===== src/hdl/qawd_pkg.sv =====
// Purpose: constants shared by the challenge/response watchdog
// Assumes: 100 MHz system clock
// Notes:   register offsets are byte addresses of the register port
package qawd_pkg;
    // ----------------------------------------------------------------
    // register offsets
    // ----------------------------------------------------------------
    localparam logic [7:0] ADDR_CFG_ONE   = 8'h13;
    localparam logic [7:0] ADDR_CFG_TWO   = 8'h14;
    localparam logic [7:0] ADDR_KICK      = 8'h15;
    localparam logic [7:0] ADDR_THRESHOLD = 8'h16;
    localparam logic [7:0] ADDR_CHAL_CFG  = 8'h2D;
    localparam logic [7:0] ADDR_RESP_WR   = 8'h2E;
    localparam logic [7:0] ADDR_CHAL_RD   = 8'h2F;
    // ----------------------------------------------------------------
    // field positions and reset values
    // ----------------------------------------------------------------
    localparam int         ERR_FLAG_BIT   = 6;
    localparam logic [7:0] CFG_ONE_RST    = 8'h50;
    localparam logic [7:0] CFG_TWO_RST    = 8'h00;
    localparam logic [3:0] THRESHOLD_RST  = 4'hF;
    localparam logic [3:0] SEED_RST       = 4'hA;
    localparam logic [1:0] ANS_CNT_START  = 2'h3;
    localparam logic [3:0] FAIL_CNT_MAX   = 4'hF;
    // ----------------------------------------------------------------
    // timing
    // ----------------------------------------------------------------
    localparam int          CLK_PERIOD_NS  = 10;
    localparam int          MS_NS          = 1000000;
    localparam logic [31:0] CYC_PER_MS_DEF = 32'(MS_NS / CLK_PERIOD_NS);
    // total window in ms from timer select and prescale select
    function automatic logic [14:0] win_total_ms(input logic [2:0] tmr,
                                                 input logic [1:0] pre);
        logic [14:0] base;
        base = 15'h0000;
        case (tmr)
            3'h0:    base = 15'd4;
            3'h1:    base = 15'd32;
            3'h2:    base = 15'd128;
            3'h3:    base = 15'd128;
            3'h4:    base = 15'd512;
            3'h5:    base = 15'd2048;
            default: base = 15'd10240;
        endcase
        if (tmr == 3'h3)
            win_total_ms = (pre == 2'h3) ? 15'd768 : 15'(base * (15'(pre) + 15'd2));
        else if (tmr >= 3'h6)
            win_total_ms = (pre == 2'h0) ? 15'd10240 : 15'd20240;
        else
            win_total_ms = 15'(base * (15'(pre) + 15'd1));
    endfunction
endpackage


===== src/hdl/qawd_chain.sv =====
// Purpose: 4-bit state chain that yields the challenge value
// Assumes: load has priority over step
// Notes:   a zero result is replaced by one so the chain never locks up
`timescale 1ns/1ns
`default_nettype none
module qawd_chain
    import qawd_pkg::*;
(
    // clock and reset
    input  wire logic       clk_sys_i,
    input  wire logic       arst_n_i,
    // control
    input  wire logic       load_i,
    input  wire logic [3:0] seed_i,
    input  wire logic       step_i,
    // result
    output var  logic [3:0] value_o
);
    logic [1:4] x;
    logic [1:4] next_x;
    logic [1:4] raw_x;

    // next state depends on present state only
    assign raw_x  = load_i ? {seed_i[3], seed_i[2], seed_i[1], seed_i[0]}
                           : {x[4] ^ x[3], x[1], x[2], x[3]};
    assign next_x = (raw_x == 4'h0) ? 4'h1 : raw_x;

    always_ff @(posedge clk_sys_i or negedge arst_n_i)
    begin
        if (!arst_n_i)
            x <= SEED_RST;
        else if (load_i || step_i)
            x <= next_x;
    end

    assign value_o = {x[1], x[2], x[3], x[4]};
endmodule // qawd_chain
`default_nettype wire


===== src/hdl/qawd_answer_rom.sv =====
// Purpose: reference response bytes for each challenge value
// Assumes: default answer generation setting
// Notes:   pure lookup, no state
`timescale 1ns/1ns
`default_nettype none
module qawd_answer_rom
    import qawd_pkg::*;
(
    // selection
    input  wire logic [3:0] question_i,
    input  wire logic [1:0] count_i,
    // reference byte
    output var  logic [7:0] ref_o
);
    logic [31:0] row;

    // bytes ordered count 3 down to count 0
    always_comb
    begin
        row = 32'h0000_0000;
        case (question_i)
            4'h0:    row = 32'hFF0F_F000;
            4'h1:    row = 32'hB040_BF4F;
            4'h2:    row = 32'hE919_E616;
            4'h3:    row = 32'hA656_A959;
            4'h4:    row = 32'h7585_7A8A;
            4'h5:    row = 32'h3ACA_35C5;
            4'h6:    row = 32'h6393_6C9C;
            4'h7:    row = 32'h2CDC_23D3;
            4'h8:    row = 32'hD222_DD2D;
            4'h9:    row = 32'h9D6D_9262;
            4'hA:    row = 32'hC434_CB3B;
            4'hB:    row = 32'h8B7B_8474;
            4'hC:    row = 32'h58A8_57A7;
            4'hD:    row = 32'h17E7_18E8;
            4'hE:    row = 32'h4EBE_41B1;
            default: row = 32'h01F1_0EFE;
        endcase
    end

    assign ref_o = row[8*count_i +: 8];
endmodule // qawd_answer_rom
`default_nettype wire


===== src/hdl/qawd_core.sv =====
// Purpose: challenge/response watchdog sequencer with register port
// Assumes: register port accesses are single-cycle strobes
// Notes:   window timing counts whole milliseconds of the system clock
//
// Summary of operation
// - challenge comes from 4-bit state-only chain
// - challenge value readable anytime without side effects
// - chain steps when question counter wraps
// - failure trip clears counter, reloads seed
// - seed bits map onto chain state bits
// - zero chain value forced to one
// - standby seed write reloads chain only
// - byte counter starts each sequence at three
// - each write compared, counter counts down
// - after last byte, counter back to three
// - wrong byte sets error flag at once
// - error flag sticky, cleared by writing one
// - references from fixed sixteen-entry table
// - each response window is half total
// - failure action when count exceeds threshold
// - missing answers fail at window two end
// - under three in window one fails
// - good run decrements count, same question until counter wraps
// - four answers in window one fails
// - error flag ORs all error kinds
`timescale 1ns/1ns
`default_nettype none
module qawd_core
    import qawd_pkg::*;
#(
    parameter logic [31:0] CYC_PER_MS = CYC_PER_MS_DEF
)
(
    // clock and reset
    input  wire logic       clk_sys_i,
    input  wire logic       arst_n_i,
    // register port
    input  wire logic [7:0] reg_addr_i,
    input  wire logic [7:0] reg_wdata_i,
    input  wire logic       reg_we_i,
    input  wire logic       reg_re_i,
    output var  logic [7:0] reg_rdata_o,
    // device mode and failure action
    input  wire logic       standby_i,
    output var  logic       failure_o,
    output var  logic       qa_error_o
);
    // ----------------------------------------------------------------
    // sequencer states
    // ----------------------------------------------------------------
    typedef enum logic [1:0]
    {
        SEQ_IDLE = 2'b00,
        SEQ_WIN1 = 2'b01,
        SEQ_WIN2 = 2'b11
    } qawd_seq_e;

    qawd_seq_e   state;
    qawd_seq_e   next_state;
    logic [7:0]  cfg_one;
    logic [2:0]  win_sel;
    logic [3:0]  fail_limit;
    logic [3:0]  seed;
    logic [3:0]  fail_cnt;
    logic [3:0]  qcnt;
    logic [1:0]  ans_cnt;
    logic [2:0]  w1_cnt;
    logic        val_bad;
    logic        qa_err;
    logic [31:0] tick_cnt;
    logic [14:0] ms_cnt;

    // ----------------------------------------------------------------
    // register decode
    // ----------------------------------------------------------------
    logic wr_cfg1;
    logic wr_cfg2;
    logic wr_kick;
    logic wr_thr;
    logic wr_qcfg;
    logic wr_ans;
    logic wr_qrd;
    assign wr_cfg1 = reg_we_i && (reg_addr_i == ADDR_CFG_ONE);
    assign wr_cfg2 = reg_we_i && (reg_addr_i == ADDR_CFG_TWO);
    assign wr_kick = reg_we_i && (reg_addr_i == ADDR_KICK);
    assign wr_thr  = reg_we_i && (reg_addr_i == ADDR_THRESHOLD);
    assign wr_qcfg = reg_we_i && (reg_addr_i == ADDR_CHAL_CFG);
    assign wr_ans  = reg_we_i && (reg_addr_i == ADDR_RESP_WR);
    assign wr_qrd  = reg_we_i && (reg_addr_i == ADDR_CHAL_RD);

    // ----------------------------------------------------------------
    // window timer
    // ----------------------------------------------------------------
    logic [14:0] total_ms;
    logic [14:0] half_ms;
    logic        ms_tick;
    logic        in_w1;
    logic        win_end;
    assign total_ms = win_total_ms(win_sel, cfg_one[5:4]);
    assign half_ms  = total_ms >> 1;
    assign ms_tick  = (tick_cnt == CYC_PER_MS - 32'd1);
    assign in_w1    = (state == SEQ_WIN1);
    assign win_end  = (state == SEQ_WIN2) && (ms_cnt >= total_ms);

    // ----------------------------------------------------------------
    // answer checking
    // ----------------------------------------------------------------
    logic [3:0] question;
    logic [7:0] ref_byte;
    logic       ans_wr;
    logic       match;
    logic       last;
    logic       seq_end;
    logic       early4;
    logic       good;
    logic       timeout;
    logic       fail_evt;
    logic       trip;
    logic       restart;
    logic       err_clr;
    logic       chain_load;
    logic       chain_step;

    qawd_answer_rom u_rom
    (
        .question_i (question),
        .count_i    (ans_cnt),
        .ref_o      (ref_byte)
    );

    // answers outside a running sequence are ignored
    assign ans_wr  = wr_ans && (state != SEQ_IDLE);
    assign match   = (reg_wdata_i == ref_byte);
    assign last    = (ans_cnt == 2'b00);
    assign seq_end = ans_wr && last;
    assign early4  = seq_end && in_w1;
    assign good    = seq_end && !in_w1 && match && !val_bad
                     && (w1_cnt == 3'd3);
    assign timeout = win_end && !seq_end;
    assign fail_evt = (seq_end && !good) || timeout;
    assign trip    = fail_evt && (fail_cnt >= fail_limit);
    assign restart = seq_end || timeout;
    assign err_clr = wr_qrd && reg_wdata_i[ERR_FLAG_BIT];
    assign chain_load = trip || (wr_qcfg && standby_i);
    assign chain_step = good && (qcnt == 4'hF);

    qawd_chain u_chain
    (
        .clk_sys_i (clk_sys_i),
        .arst_n_i  (arst_n_i),
        .load_i    (chain_load),
        .seed_i    (wr_qcfg ? reg_wdata_i[3:0] : seed),
        .step_i    (chain_step),
        .value_o   (question)
    );

    // ----------------------------------------------------------------
    // sequencer
    // ----------------------------------------------------------------
    always_comb
    begin
        next_state = state;
        case (state)
            SEQ_IDLE: next_state = wr_kick ? SEQ_WIN1 : SEQ_IDLE;
            SEQ_WIN1: next_state = (ms_cnt >= half_ms) ? SEQ_WIN2 : SEQ_WIN1;
            SEQ_WIN2: next_state = SEQ_WIN2;
            default:  next_state = SEQ_IDLE;
        endcase
        if (restart || (wr_kick && state != SEQ_IDLE))
            next_state = SEQ_WIN1;
        if (trip)
            next_state = SEQ_IDLE;
    end

    always_ff @(posedge clk_sys_i or negedge arst_n_i)
    begin
        if (!arst_n_i)
        begin
            state    <= SEQ_IDLE;
            tick_cnt <= 32'h0000_0000;
            ms_cnt   <= 15'h0000;
        end
        else
        begin
            state <= next_state;
            if (next_state != state || restart || wr_kick)
            begin
                tick_cnt <= 32'h0000_0000;
                ms_cnt   <= (next_state == SEQ_WIN2) ? ms_cnt : 15'h0000;
            end
            else if (ms_tick)
            begin
                tick_cnt <= 32'h0000_0000;
                ms_cnt   <= ms_cnt + 15'd1;
            end
            else
                tick_cnt <= tick_cnt + 32'd1;
        end
    end

    // byte counter and per-sequence tallies
    always_ff @(posedge clk_sys_i or negedge arst_n_i)
    begin
        if (!arst_n_i)
        begin
            ans_cnt <= ANS_CNT_START;
            w1_cnt  <= 3'd0;
            val_bad <= 1'b0;
        end
        else if (restart || wr_kick || trip)
        begin
            ans_cnt <= ANS_CNT_START;
            w1_cnt  <= 3'd0;
            val_bad <= 1'b0;
        end
        else if (ans_wr)
        begin
            ans_cnt <= ans_cnt - 2'd1;
            w1_cnt  <= w1_cnt + {2'b00, in_w1};
            val_bad <= val_bad || !match;
        end
    end

    // sticky error flag, a new error wins over a clear
    always_ff @(posedge clk_sys_i or negedge arst_n_i)
    begin
        if (!arst_n_i)
            qa_err <= 1'b0;
        else if ((ans_wr && !match) || fail_evt)
            qa_err <= 1'b1;
        else if (err_clr)
            qa_err <= 1'b0;
    end

    // failure and question counters
    always_ff @(posedge clk_sys_i or negedge arst_n_i)
    begin
        if (!arst_n_i)
        begin
            fail_cnt  <= 4'h0;
            qcnt      <= 4'h0;
            failure_o <= 1'b0;
        end
        else
        begin
            failure_o <= trip;
            if (trip)
            begin
                fail_cnt <= 4'h0;
                qcnt     <= 4'h0;
            end
            else if (fail_evt)
                fail_cnt <= (fail_cnt == FAIL_CNT_MAX) ? fail_cnt : fail_cnt + 4'd1;
            else if (good)
            begin
                fail_cnt <= (fail_cnt == 4'h0) ? fail_cnt : fail_cnt - 4'd1;
                qcnt     <= qcnt + 4'd1;
            end
        end
    end

    // ----------------------------------------------------------------
    // configuration and read back
    // ----------------------------------------------------------------
    logic [7:0] rd_mux;
    assign rd_mux = (reg_addr_i == ADDR_CFG_ONE)   ? cfg_one :
                    (reg_addr_i == ADDR_CFG_TWO)   ? {win_sel, 1'b0, fail_cnt} :
                    (reg_addr_i == ADDR_THRESHOLD) ? {4'h0, fail_limit} :
                    (reg_addr_i == ADDR_CHAL_CFG)  ? {4'h0, seed} :
                    (reg_addr_i == ADDR_CHAL_RD)   ? {1'b0, qa_err, ans_cnt, question} :
                    8'h00;

    always_ff @(posedge clk_sys_i or negedge arst_n_i)
    begin
        if (!arst_n_i)
        begin
            cfg_one     <= CFG_ONE_RST;
            win_sel     <= CFG_TWO_RST[7:5];
            fail_limit  <= THRESHOLD_RST;
            seed        <= SEED_RST;
            reg_rdata_o <= 8'h00;
            qa_error_o  <= 1'b0;
        end
        else
        begin
            if (wr_cfg1)
                cfg_one <= reg_wdata_i;
            if (wr_cfg2)
                win_sel <= reg_wdata_i[7:5];
            if (wr_thr)
                fail_limit <= reg_wdata_i[3:0];
            if (wr_qcfg)
                seed <= reg_wdata_i[3:0];
            if (reg_re_i)
                reg_rdata_o <= rd_mux;
            qa_error_o <= qa_err;
        end
    end
endmodule // qawd_core
`default_nettype wire


===== config.mk =====
export PLATFORM = sky130hd
export DESIGN_NAME = qawd_core
export DESIGN_NICKNAME = d
export VERILOG_FILES = /design/src/hdl/qawd_pkg.sv /design/src/hdl/qawd_chain.sv /design/src/hdl/qawd_answer_rom.sv /design/src/hdl/qawd_core.sv
export SDC_FILE = /design/constraint.sdc
export NUM_CORES = 1
export LEC_CHECK = 0
export BUFFER_PORTS_ARGS = -buffer_cell sky130_fd_sc_hd__buf_4
export CORE_MARGIN = 3
export CORE_UTILIZATION = 57
export CTS_CLUSTER_DIAMETER = 150
export CTS_CLUSTER_SIZE = 16
export DETAILED_ROUTE_END_ITERATION = 7
export PLACE_DENSITY = 0.86
export SYNTH_ARGS = -nofsm -noshare
export SYNTH_HDL_FRONTEND = slang
export SYNTH_HIERARCHICAL = 1
export SYNTH_SLANG_ARGS = --single-unit

===== constraint.sdc =====
create_clock -name clk_sys_i -period 5.6 [get_ports clk_sys_i]
set_input_delay 1.12 -clock clk_sys_i [delete_from_list [all_inputs] [get_ports clk_sys_i]]
set_output_delay 1.12 -clock clk_sys_i [all_outputs]
set_load 0.05 [all_outputs]

After elaboration in Yosys (flattened, before gate mapping)

Memory sizes are Yosys's and may differ from the RTL's.
Cells that the tools add are included.

Bits in writable memories: 0
Register bits after elaboration: 97
Memories: 1
Memory bits (read-only): 512
Input bits: 21
Latch bits: 0
Output and inout port bits: 10

Multipliers: 2
Div/mod/pow operators: 0
Eq/ne operators: 26
Magnitude comparators: 4
Add/subtract/negate cells: 9
Muxes and demuxes: 39
Bitwise gates (word level): 1
Shifts and indexed selects: 1
Reduce and logical (&&, ||, !) cells: 54

Memory list:

| memory           | depth | width | read ports | clocked after memory_dff | write ports | RTL line              | RTL |
|---|---|---|---|---|---|---|---|
| (name not given) | 16    | 32    | 1          | 0                        | 0           | qawd_answer_rom.sv:21 | `case (question_i)` |

Operators with widths:

| cell                                                              | count |
|---|---|
| 15-bit 2-to-1 mux                                                 | 7 |
| 14-bit one-hot mux with 5 select lines                            | 1 |
| 32-bit 2-to-1 mux                                                 | 2 |
| 4-bit 2-to-1 mux                                                  | 11 |
| 32-bit by 1-bit adder with 32-bit output, second input constant   | 1 |
| 32-bit by 17-bit == test with 1-bit output, second input constant | 1 |
| 8-bit by 5-bit == test with 1-bit output, second input constant   | 4 |
| 32-bit by 6-bit variable part select with 8-bit output            | 1 |
| 15-bit by 3-bit multiplier with 15-bit output                     | 2 |
| 8-bit by 6-bit == test with 1-bit output, second input constant   | 3 |
| 1-bit logical AND                                                 | 22 |
| 7-bit 2-to-1 mux                                                  | 3 |
| 8-bit 2-to-1 mux                                                  | 2 |
| 15-bit by 1-bit adder with 15-bit output, second input constant   | 1 |
| 15-bit by 14-bit >= comparator with 1-bit output                  | 1 |
| 15-bit >= comparator                                              | 1 |
| 1-bit logical OR                                                  | 11 |
| 2-bit 2-to-1 mux                                                  | 5 |
| 2-bit nonzero test                                                | 5 |
| 3-bit by 2-bit == test with 1-bit output, second input constant   | 3 |
| 4-bit by 1-bit adder with 4-bit output, second input constant     | 2 |
| 4-bit == test, second input constant                              | 2 |
| 8-bit == test                                                     | 1 |
| 4-bit logical NOT                                                 | 2 |
| other kinds (26)                                                  | 42 |

Logic depth before layout (Yosys ltp)

Gate-level depths: netlist of the first run.

Depth in word-level cells: 18
Gate-level depth with buffers: 28
Gate-level depth less buffers: 27

Cells and area by module

The synthesis of the first run kept the hierarchy.

By module, submodules not included:

| module          | sequential area each (um2) | area each (um2) | cells each | instances |
|---|---|---|---|---|
| qawd_core       | 2339.7                     | 6451.2          | 698        | 1 |
| qawd_chain      | 102.6                      | 239.0           | 24         | 1 |
| qawd_answer_rom | 0.0                        | 145.1           | 16         | 1 |

Worst setup path after synthesis of the first run

OpenSTA, ideal clock, no wires.

Kind: register to register
Start: reg cfg_one[4]
End: reg fail_cnt[3]
Path buffers: 1
Stages on the path, launching flop included: 28
Setup slack: 0.246 ns
Arrival time: 5.235 ns
Data required time: 5.481 ns
Cell sequence: dfstp_2 > clkbuf_1 > inv_1 > ha_1 > nor2b_1 > and2_1 > ha_1 > ha_1 > a21oi_1 > nor2b_1 > and2_1 > o21ai_0 > xnor2_1 > nor2_1 > a21oi_1 > a22oi_1 > ha_1 > nor4_1 > a32oi_1 > or2_2 > a41oi_2 > or2_2 > ha_1 > a21o_1 > a21oi_1 > mux2i_1 > nand2_1 > o21a_1

Cells in the longest elaborated chain, start to end: 11
Elaborated cells between the ends (all ways): 21
Classes of those cells: add/sub (2); mul (2); order compare (1); eq/ne (3); mux (6); reduce/logical (7)

Ends and longest elaborated chain:

| item                                                                        | RTL line                       | RTL |
|---|---|---|
| from (decl)                                                                 | qawd_core.sv:60                | `logic [7:0] cfg_one;` |
| from (signal assigned)                                                      | qawd_core.sv:287               | `cfg_one <= reg_wdata_i;` |
| 2-bit by 1-bit adder with 3-bit output, or another cell as far along        | qawd_pkg.sv:50                 | `win_total_ms = 15'(base * (15'(pre) + 15'd1));` |
| 15-bit by 3-bit multiplier with 15-bit output, or another cell as far along | qawd_pkg.sv:50                 |  |
| 15-bit 2-to-1 mux (on tied branches)                                        | qawd_pkg.sv:47, qawd_pkg.sv:46 |  |
| 15-bit 2-to-1 mux (*)                                                       | qawd_pkg.sv:45                 | `if (tmr == 3'h3)` |
| 15-bit >= comparator (*)                                                    | qawd_core.sv:103               | `assign win_end = (state == SEQ_WIN2) && (ms_cnt >= total_ms);` |
| 1-bit logical AND (*)                                                       | qawd_core.sv:103               |  |
| 1-bit logical AND (*)                                                       | qawd_core.sv:139               | `assign timeout = win_end && !seq_end;` |
| 1-bit logical OR (*)                                                        | qawd_core.sv:140               | `assign fail_evt = (seq_end && !good) \|\| timeout;` |
| 1-bit logical AND                                                           | qawd_core.sv:141               | `assign trip = fail_evt && (fail_cnt >= fail_limit);` |
| 3-bit != test (no line) / 3-bit nonzero test (equally long branches)        | --                             |  |
| 3-bit AND reduction (no line)                                               | --                             |  |
| to (signal assigned)                                                        | qawd_core.sv:253               | `fail_cnt <= (fail_cnt == FAIL_CNT_MAX) ? fail_cnt : fail_cnt + 4'd1;` |
| to (signal assigned)                                                        | qawd_core.sv:256               | `fail_cnt <= (fail_cnt == 4'h0) ? fail_cnt : fail_cnt - 4'd1;` |
| to (decl)                                                                   | qawd_core.sv:64                | `logic [3:0] fail_cnt;` |

Every way passes the cells marked *; elsewhere a longest branch is shown, timed or not.
A chain may end at the register's enable or synchronous reset.

Worst setup path in the final report of the first run

Same ends and word-level chain as after synthesis.

==> impl_metrics.csv, run 1 <==
group,metric,value,unit
grt,grt_pass1_wl,27100,µm
place,place_congestion,0.906,
logic_synthesis,syn_avg_cell_area,9.26,µm²
power,power.density,227,mW/mm²
route,vias,5682,
logic_synthesis,synth_flop_cell,"dfrtp_1",
status,outcome,"finished, final reports clean",
logic_synthesis,synth_seq_cells,97,
grt,grt_use_met1,32.6,%
setup_path,cpMostUsedCell,"ha_1",
setup_path,critPathBufInv,1,
power,pwr-share-comb,14.9,%
route,wl_per_cell,17.6,µm
power,power_switching_share,29.3,%
cells_and_area,fin_nets,841,
timing,fmax,0.187,GHz
cells_and_area,utilization,65.2,%
power,clkPwrFrac,38.9,%
cells_and_area,layout.cells.most_common,"nor2_1",
cells_and_area,multiInputGateArea,0.00421,mm²
power,switchingPower,501,µW
grt,met2_usage,41.6,%
clock_network,cts_tree,"built",
logic_synthesis,synth_area,0.00684,mm²
setup_path,crit_path_start_kind,"flip-flop",
timing,finClkSkew,6.73,ps
route,vias_per_cell,6.24,
grt,top_usage_layer,"met2",
power,irDropWorstVdd,349,µV
floorplan,die_x,116,µm
cells_and_area,final_cells,911,
logic_synthesis,synth-edff-count,0,
setup_path,required,5850,ps
clock_network,htree_levels,3,
cells_and_area,final_cell_mix,"nor2_1, dfrtp_1, nand2_1",
place,hpwl,11700,µm
setup_path,crit_type,"reg -> reg",
grt,grt_max_degree,53,
timing,max_slew.worst_pin.slew,814,ps
timing,slew_violations,0,
grt,grt_util_met3,4.23,%
setup_path,path_max_fanout,7,
timing,period_minus_slack,5340,ps
timing,hold_viol,0,
cells_and_area,register_area,0.00244,mm²
timing,finalSetupViolations,0,
place,placed_cells,892,
min_path,hp-class,"reg -> reg",
cells_and_area,area_growth,10.3,%
clock_network,clkSinkCount,97,
clock_network,clkLatencyLatePin,360,ps
floorplan,core.rowCount,39,
route,drcViolationCount,0,
setup_path,path_delay_family,"simple AND/OR/NAND/NOR gates",
cells_and_area,n_antenna_cell,0,
logic_synthesis,netlist-cell-type-count,72,
setup_path,cp_slowest_cell,"dfstp_2",
setup_path,cp-end-kind,"flip-flop",
power,finalPower,1710,µW
route,antenna_left,0,
timing,maxSlewHeadroom,45.7,%
power,p_leak,0.00349,µW
route,firstDrtPassIters,5,
setup_path,reg2reg_slack,260,ps
clock_network,path_clk_slew,70,ps
floorplan,die_h,116,µm
power,seqPwrFrac,46.2,%
clock_network,cts_buffer_depth,2,
place,port_buffers,30,
power,internal_power,1210,µW
logic_synthesis,ys_seq_area_share,35.7,%
route,wl,16000,µm
logic_synthesis,syn-num-nets,816,
clock_network,root_buffer,"clkbuf_16",
floorplan,die-area,0.0133,mm²
place,placement.cell_area,0.00717,mm²
timing,finalCritPeriodShare,95.3,%
floorplan,num_io_pins,31,
floorplan,start_util,59.1,%
logic_synthesis,async_reset_ff_share,100,%
setup_path,arrival,5590,ps
cells_and_area,fillCellCount,868,
cells_and_area,drive_gt1_share,15.1,%
setup_path,cpPeakStageDelay,590,ps
grt,gr-total-overflow,0,
logic_synthesis,yosys_warnings,6,
grt,grt_usage,25.2,%
route,drtIter0Drc,439,
grt,antenna_found_initial,0,
run,drv_cap,0,
floorplan,coreArea,0.0116,mm²
grt,grt_pass1_vias,5623,
clock_network,cts_buffers,9,
cells_and_area,fin_area,0.00754,mm²
logic_synthesis,syn_inst,738,
[final timing paths]
path | from | to | cells after the start
max in group asynchronous | arst_n_i | reg_rdata_o[5] | 2
max | cfg_one[4] | fail_cnt[3] | 26
min | tick_cnt[0] | tick_cnt[0] | 1
max reg2reg | cfg_one[4] | fail_cnt[3] | 26
min in group asynchronous | arst_n_i | ms_cnt[3] | 1
min reg2reg | tick_cnt[0] | tick_cnt[0] | 1
[power by group through the flow]
stage	clock network, µW	logic (µW)	registers (µW)
5_1_grt	704	283	798
2_1_floorplan	0	168	802
3_5_place_dp	0	251	802
4_1_cts	672	253	790
3_3_place_gp	0	238	799
6_report	666	255	791
[per-stage QoR]
stage	TNS (ps)	hold WS (ps)	setup WS, ps
after CTS	0	466	40.5
after detailed placement	-10.9	454	-10.9
final	0	467	261
after global routing	-17.4	487	-17.4
after global placement	0	438	258
after floorplan	0	374	246
[cell type report]
type	instances	area share (%)
clock inverters	7	1.28
multi-input cells	589	55.8
inverters	28	1.39
well taps	143	2.37
clock buffers	9	2.99
flip-flops and latches	97	32.4
repair buffers	38	3.78
[registers in the layout, summed over array words and instances (netlist names)]
signal	flops
tick_cnt	32
ms_cnt	15
cfg_one	8
reg_rdata_o	8
fail_cnt	4
fail_limit	4
qcnt	4
seed	4
u_chain/value_o	4
w1_cnt	3
win_sel	3
ans_cnt	2
state	2
failure_o	1
qa_err	1
qa_error_o	1
val_bad	1
[synth_stat cells, types with 13 or more instances]
cell	n	share of area, %
nand2_1	55	3.0
a21oi_1	26	1.9
nand4_1	14	1.3
o21ai_0	26	1.9
nor3_1	14	1.0
nand3_1	22	1.6
inv_1	28	1.5
xnor2_1	23	2.9
ha_1	56	10
nor2_1	92	5.1
and2_1	16	1.5
clkbuf_1	13	0.71
mux2_2	23	3.8
xor2_1	36	4.6
dfrtp_1	85	31
mux2i_1	14	2.1
[repair_timing]
item                       4_1_cts  5_1_grt
setup endpoints to repair        1        4
gates resized for setup          1        6
pin swaps                        0        1
hold buffers                     0        0
buffers inserted                 0        3
[worst register-to-register path: cells and delay by family (launching register included)]
kind | cells | cell delay (ps)
xor+xnor | 1 | 140
flops | 1 | 590
buf+inv | 1 | 100
mux | 1 | 220
fa+ha+maj | 5 | 1210
compound gates | 9 | 1450
simple gates | 9 | 1520
[cell families (layout without fill, tap and decap cells)]
group                      count (synthesis)  after routing  share of synthesized area, %
xor gates and xnor gates                  60             60                          7.91
muxes                                     37             37                          5.84
buffers and inverters                     52             82                          3.33
adders and majority gates                 57             57                          10.5
and+or+nand+nor                          301            301                          23.3
DFF                                       97             97                          35.7
AOI/OAI and AO/OA                        134            134                          13.4
[layer usage]
layer / share of wire (%) / vias to the layer above
li1: - / 2717
met1: 44 / 2754
met5: 0 / -
met4: 2.9 / 0
met2: 49 / 176
met3: 4.5 / 35
No activity file was read; power rests on OpenSTA's default activity.
==> inputs of run 2 (changes only) <==
BUFFER_PORTS_ARGS = -buffer_cell sky130_fd_sc_hd__buf_2   (was -buffer_cell sky130_fd_sc_hd__buf_4)
CORE_ASPECT_RATIO = 0.7   (was unset)
==> impl_metrics.csv, run 2 (same netlist as run 1, synthesis figures left out) <==
group,metric,value,unit
route,vias,5822,
grt,grt_pass1_wl,28400,µm
route,vias_per_cell,6.31,
floorplan,num_io_pins,31,
floorplan,die-area,0.0134,mm²
min_path,hp-class,"reg -> reg",
floorplan,core.rowCount,32,
clock_network,clkSinkCount,97,
clock_network,cts_tree,"built",
power,irDropWorstVdd,158,µV
clock_network,clkLatencyLatePin,350,ps
route,wl_per_cell,18.3,µm
grt,grt_usage,26.2,%
cells_and_area,drive_gt1_share,15.2,%
setup_path,cpPeakStageDelay,550,ps
route,wl,16800,µm
clock_network,htree_levels,3,
floorplan,coreArea,0.0114,mm²
cells_and_area,utilization,65.8,%
place,port_buffers,30,
setup_path,path_max_fanout,16,
timing,slew_violations,0,
place,hpwl,12500,µm
timing,hold_viol,0,
route,wl_met3,1110,µm
timing,period_minus_slack,5240,ps
setup_path,arrival,5450,ps
cells_and_area,area_growth,9.46,%
route,routed.top_layer,"met4",
setup_path,crit_type,"reg -> reg",
cells_and_area,final_cells,923,
route,antenna_left,0,
setup_path,cpMostUsedCell,"ha_1",
setup_path,crit_cells,15,
cells_and_area,n_antenna_cell,0,
setup_path,cp_cell_sequence,"nor2b_1 > nor3b_1 > ha_1 > and4bb_2 > ha_1 > o32ai_1 > ha_1 > a211oi_1 > nand2_1 > nor3_1 > o31ai_1 > a211oi_1 > o32ai_4 > nand2b_1 > o41ai_1",
clock_network,cts_buffer_depth,2,
setup_path,crit_path_start_kind,"flip-flop",
route,wl_met1,7380,µm
clock_network,path_clk_slew,70,ps
cells_and_area,largest_register_ffs,32,
setup_path,cp-end-kind,"flip-flop",
floorplan,die_h,97.6,µm
clock_network,cts_buffers,9,
grt,grt_pass1_vias,5864,
grt,grt_max_degree,56,
cells_and_area,fin_nets,843,
cells_and_area,regMostFlops,"tick_cnt",
run,drv_cap,0,
cells_and_area,layout.cells.most_common,"nor2_1",
timing,max_slew.worst_pin.slew,821,ps
setup_path,path_delay_family,"compound AO/OA/AOI/OAI gates",
place,placed_cells,905,
route,drtIter0Drc,399,
timing,finClkSkew,10.7,ps
setup_path,reg2reg_depth,15,
setup_path,cp_slowest_cell,"dfrtp_1",
setup_path,critPathBufInv,0,
route,drcViolationCount,0,
power,finalPower,1660,µW
min_path,holdPathStages,0,
clock_network,root_buffer,"clkbuf_16",
place,place_congestion,0.918,
timing,finalSetupViolations,0,
floorplan,start_util,60.1,%
timing,finalCritPeriodShare,93.6,%
cells_and_area,reg_top3,"tick_cnt (32), ms_cnt (15)",
grt,gr-total-overflow,0,
floorplan,die_x,137,µm
power,p_leak,0.00347,µW
timing,fmax,0.191,GHz
route,wl_met2,8020,µm
timing,holdWs,437,ps
cells_and_area,final_cell_mix,"nor2_1, dfrtp_1, nand2_1, ha_1, xor2_1",
status,outcome,"finished, final reports clean",
route,firstDrtPassIters,5,
grt,antenna_found_initial,0,
setup_path,required,5810,ps
power,power.density,221,mW/mm²
timing,maxSlewHeadroom,45.3,%
## run 2: layer usage
layer  global-route usage [%]  up-vias
met4                     6.60        0
met2                     42.7      219
li1                         -     2714
met1                     35.2     2855
met5                        0        -
met3                     6.21       34
## run 2: power by group
part	total (µW)	switching (µW)	leakage, µW	internal [µW]
clock network	606	292	0.000139	314
registers	794	49.5	0.00127	744
logic	256	157	0.00205	99.3
## run 2: what timing repair did
item	in CTS	in global routing
resized for setup	1	7
setup buffers	0	2
hold buffers	0	0
pin swaps	0	4
setup endpoints to repair	1	25
## run 2: worst paths after layout
path / startpoint / endpoint / slack [ps]
max: win_sel[1] / ms_cnt[4] / 360
min: qa_err / qa_error_o / 440
max reg2reg: win_sel[1] / ms_cnt[4] / 360
min reg2reg: qa_err / qa_error_o / 440
max in group asynchronous: arst_n_i / ms_cnt[5] / 3750
min in group asynchronous: arst_n_i / cfg_one[2] / 750
## run 2: final cells by class
type	instances	area (µm²)
tap	153	191
timing repair buffer	40	228
clock buffer	9	225
inverter	28	105
multi-input combinational	589	4220
clock inverter	7	71.3
sequential	97	2440
fill	892	3890
## run 2: through the flow
stage	setup TNS [ps]	cell area (µm²)	setup slack, ps
floorplan	0	6840	246
finish	0	7480	357
detailed placement	-27.2	7140	-27.2
global route	-5.02	7480	-5.02
global placement	0	7140	247
CTS	0	7440	2.31
==> inputs of run 3 (changes only) <==
CORE_UTILIZATION = 55   (was 57)
PLACE_DENSITY = 0.83   (was 0.86)
==> impl_metrics.csv, run 3 (same netlist as run 1, synthesis figures left out) <==
group,metric,value,unit
place,place_congestion,0.962,
clock_network,clkSinkCount,97,
timing,final.setup.tns,0,ps
cells_and_area,final_cell_mix,"nor2_1, dfrtp_1, nand2_1",
floorplan,die-area,0.0138,mm²
floorplan,start_util,57.3,%
setup_path,path_max_fanout,6,
route,antenna_left,0,
timing,fmax,0.189,GHz
timing,holdWs,456,ps
clock_network,path_clk_slew,70,ps
timing,max_slew.worst_pin.slew,897,ps
run,drv_cap,0,
cells_and_area,fin_area,0.00743,mm²
cells_and_area,area_growth,8.71,%
route,drtIter0Drc,510,
clock_network,cts_buffer_depth,2,
place,dp_slack,113,ps
grt,grt_pass1_vias,5498,
setup_path,crit_path_start_kind,"flip-flop",
power,irDropWorstVdd,153,µV
power,p_leak,0.00344,µW
floorplan,die_h,99.3,µm
min_path,hp-class,"reg -> reg",
route,wl_per_cell,17.7,µm
setup_path,required,5830,ps
timing,finalCritPeriodShare,94.3,%
power,power.density,219,mW/mm²
place,placement.cell_area,0.00713,mm²
cells_and_area,largest_register_ffs,32,
timing,maxSlewHeadroom,40.2,%
clock_network,cts_tree,"built",
floorplan,num_io_pins,31,
setup_path,arrival,5510,ps
place,hpwl,12200,µm
grt,gr-total-overflow,0,
timing,finalSetupViolations,0,
floorplan,coreArea,0.0119,mm²
cells_and_area,n_antenna_cell,0,
route,firstDrtPassIters,5,
clock_network,clkLatencyLatePin,340,ps
route,vias,5757,
grt,grt_usage,23.8,%
clock_network,cts_buffers,9,
setup_path,cpPeakStageDelay,580,ps
cells_and_area,regMostFlops,"tick_cnt",
grt,grt_max_degree,62,
timing,slew_violations,0,
timing,hold_viol,0,
setup_path,cp-end-kind,"flip-flop",
floorplan,core.rowCount,33,
setup_path,cp_slowest_cell,"dfstp_2",
timing,period_minus_slack,5280,ps
timing,finClkSkew,10.3,ps
place,port_buffers,30,
route,vias_per_cell,6.22,
status,outcome,"finished, final reports clean",
cells_and_area,reg_top3,"tick_cnt (32), ms_cnt (15)",
cells_and_area,fin_nets,841,
setup_path,cpMostUsedCell,"ha_1",
cells_and_area,layout.cells.most_common,"nor2_1",
route,drcViolationCount,0,
cells_and_area,drive_gt1_share,14.8,%
clock_network,root_buffer,"clkbuf_16",
setup_path,crit_type,"reg -> reg",
grt,antenna_found_initial,0,
grt,grt_pass1_wl,27200,µm
route,wl,16400,µm
timing,worst_slack,321,ps
floorplan,die_x,139,µm
clock_network,htree_levels,3,
-- run 3: timing repair --
action | CTS | global route
hold buffers | 0 | 0
setup endpoints to repair | 0 | 4
buffers inserted | 0 | 2
gates resized for setup | 0 | 7
-- run 3: cell type report --
type | instances | area, µm²
inverters | 28 | 105
well taps | 157 | 196
fillers | 953 | 4500
repair buffers | 38 | 213
clock buffers | 11 | 233
flip-flops and latches | 97 | 2440
clock inverters | 5 | 38.8
multi-input cells | 589 | 4200
-- run 3: metal layers --
layer | up-vias | wire [µm] | GRT usage, %
li1 | 2707 | - | -
met1 | 2826 | 7680 | 34.1
met2 | 209 | 7590 | 38.7
met3 | 15 | 985 | 3.70
met4 | 0 | 146 | 4.96
met5 | - | 0 | 0
-- run 3: stage by stage --
stage | instances | utilization, % | power, µW
after floorplan | 738 | - | 970
after detailed placement | 907 | 59.7 | 1050
final | 925 | 62.3 | 1630
after CTS | 923 | 62.0 | 1640
after global routing | 925 | 62.3 | 1710
after global placement | 907 | 59.7 | 1030
-- run 3: path summary, 6_finish.rpt --
check                                 start  depth (start not counted)  slack (ps)      endpoint
worst max-delay path             cfg_one[4]                         26         320   fail_cnt[3]
max in group asynchronous          arst_n_i                          2        3730    ans_cnt[1]
worst max register to register   cfg_one[4]                         26         320   fail_cnt[3]
min in group asynchronous          arst_n_i                          1         850  tick_cnt[12]
worst min register to register  tick_cnt[0]                          1         460   tick_cnt[0]
worst min-delay path            tick_cnt[0]                          1         460   tick_cnt[0]
-- run 3: critical path: cells and delay by family (launching register included) --
kind	cells	cell delay [ps]
multiplexers	1	210
adder cells (fa/ha/maj)	5	1210
XOR/XNOR	1	150
flip-flops	1	580
AO/OA/AOI/OAI	9	1380
AND/OR/NAND/NOR	9	1520
buffers and inverters	1	100
-- run 3: power breakdown --
| group | internal, µW | total, µW | leakage, µW | switching (µW) |
|---|---|---|---|---|
| Sequential | 744 | 790 | 0.00127 | 45.4 |
| Combinational | 98.1 | 254 | 0.00204 | 156 |
| Clock | 305 | 585 | 0.000131 | 280 |
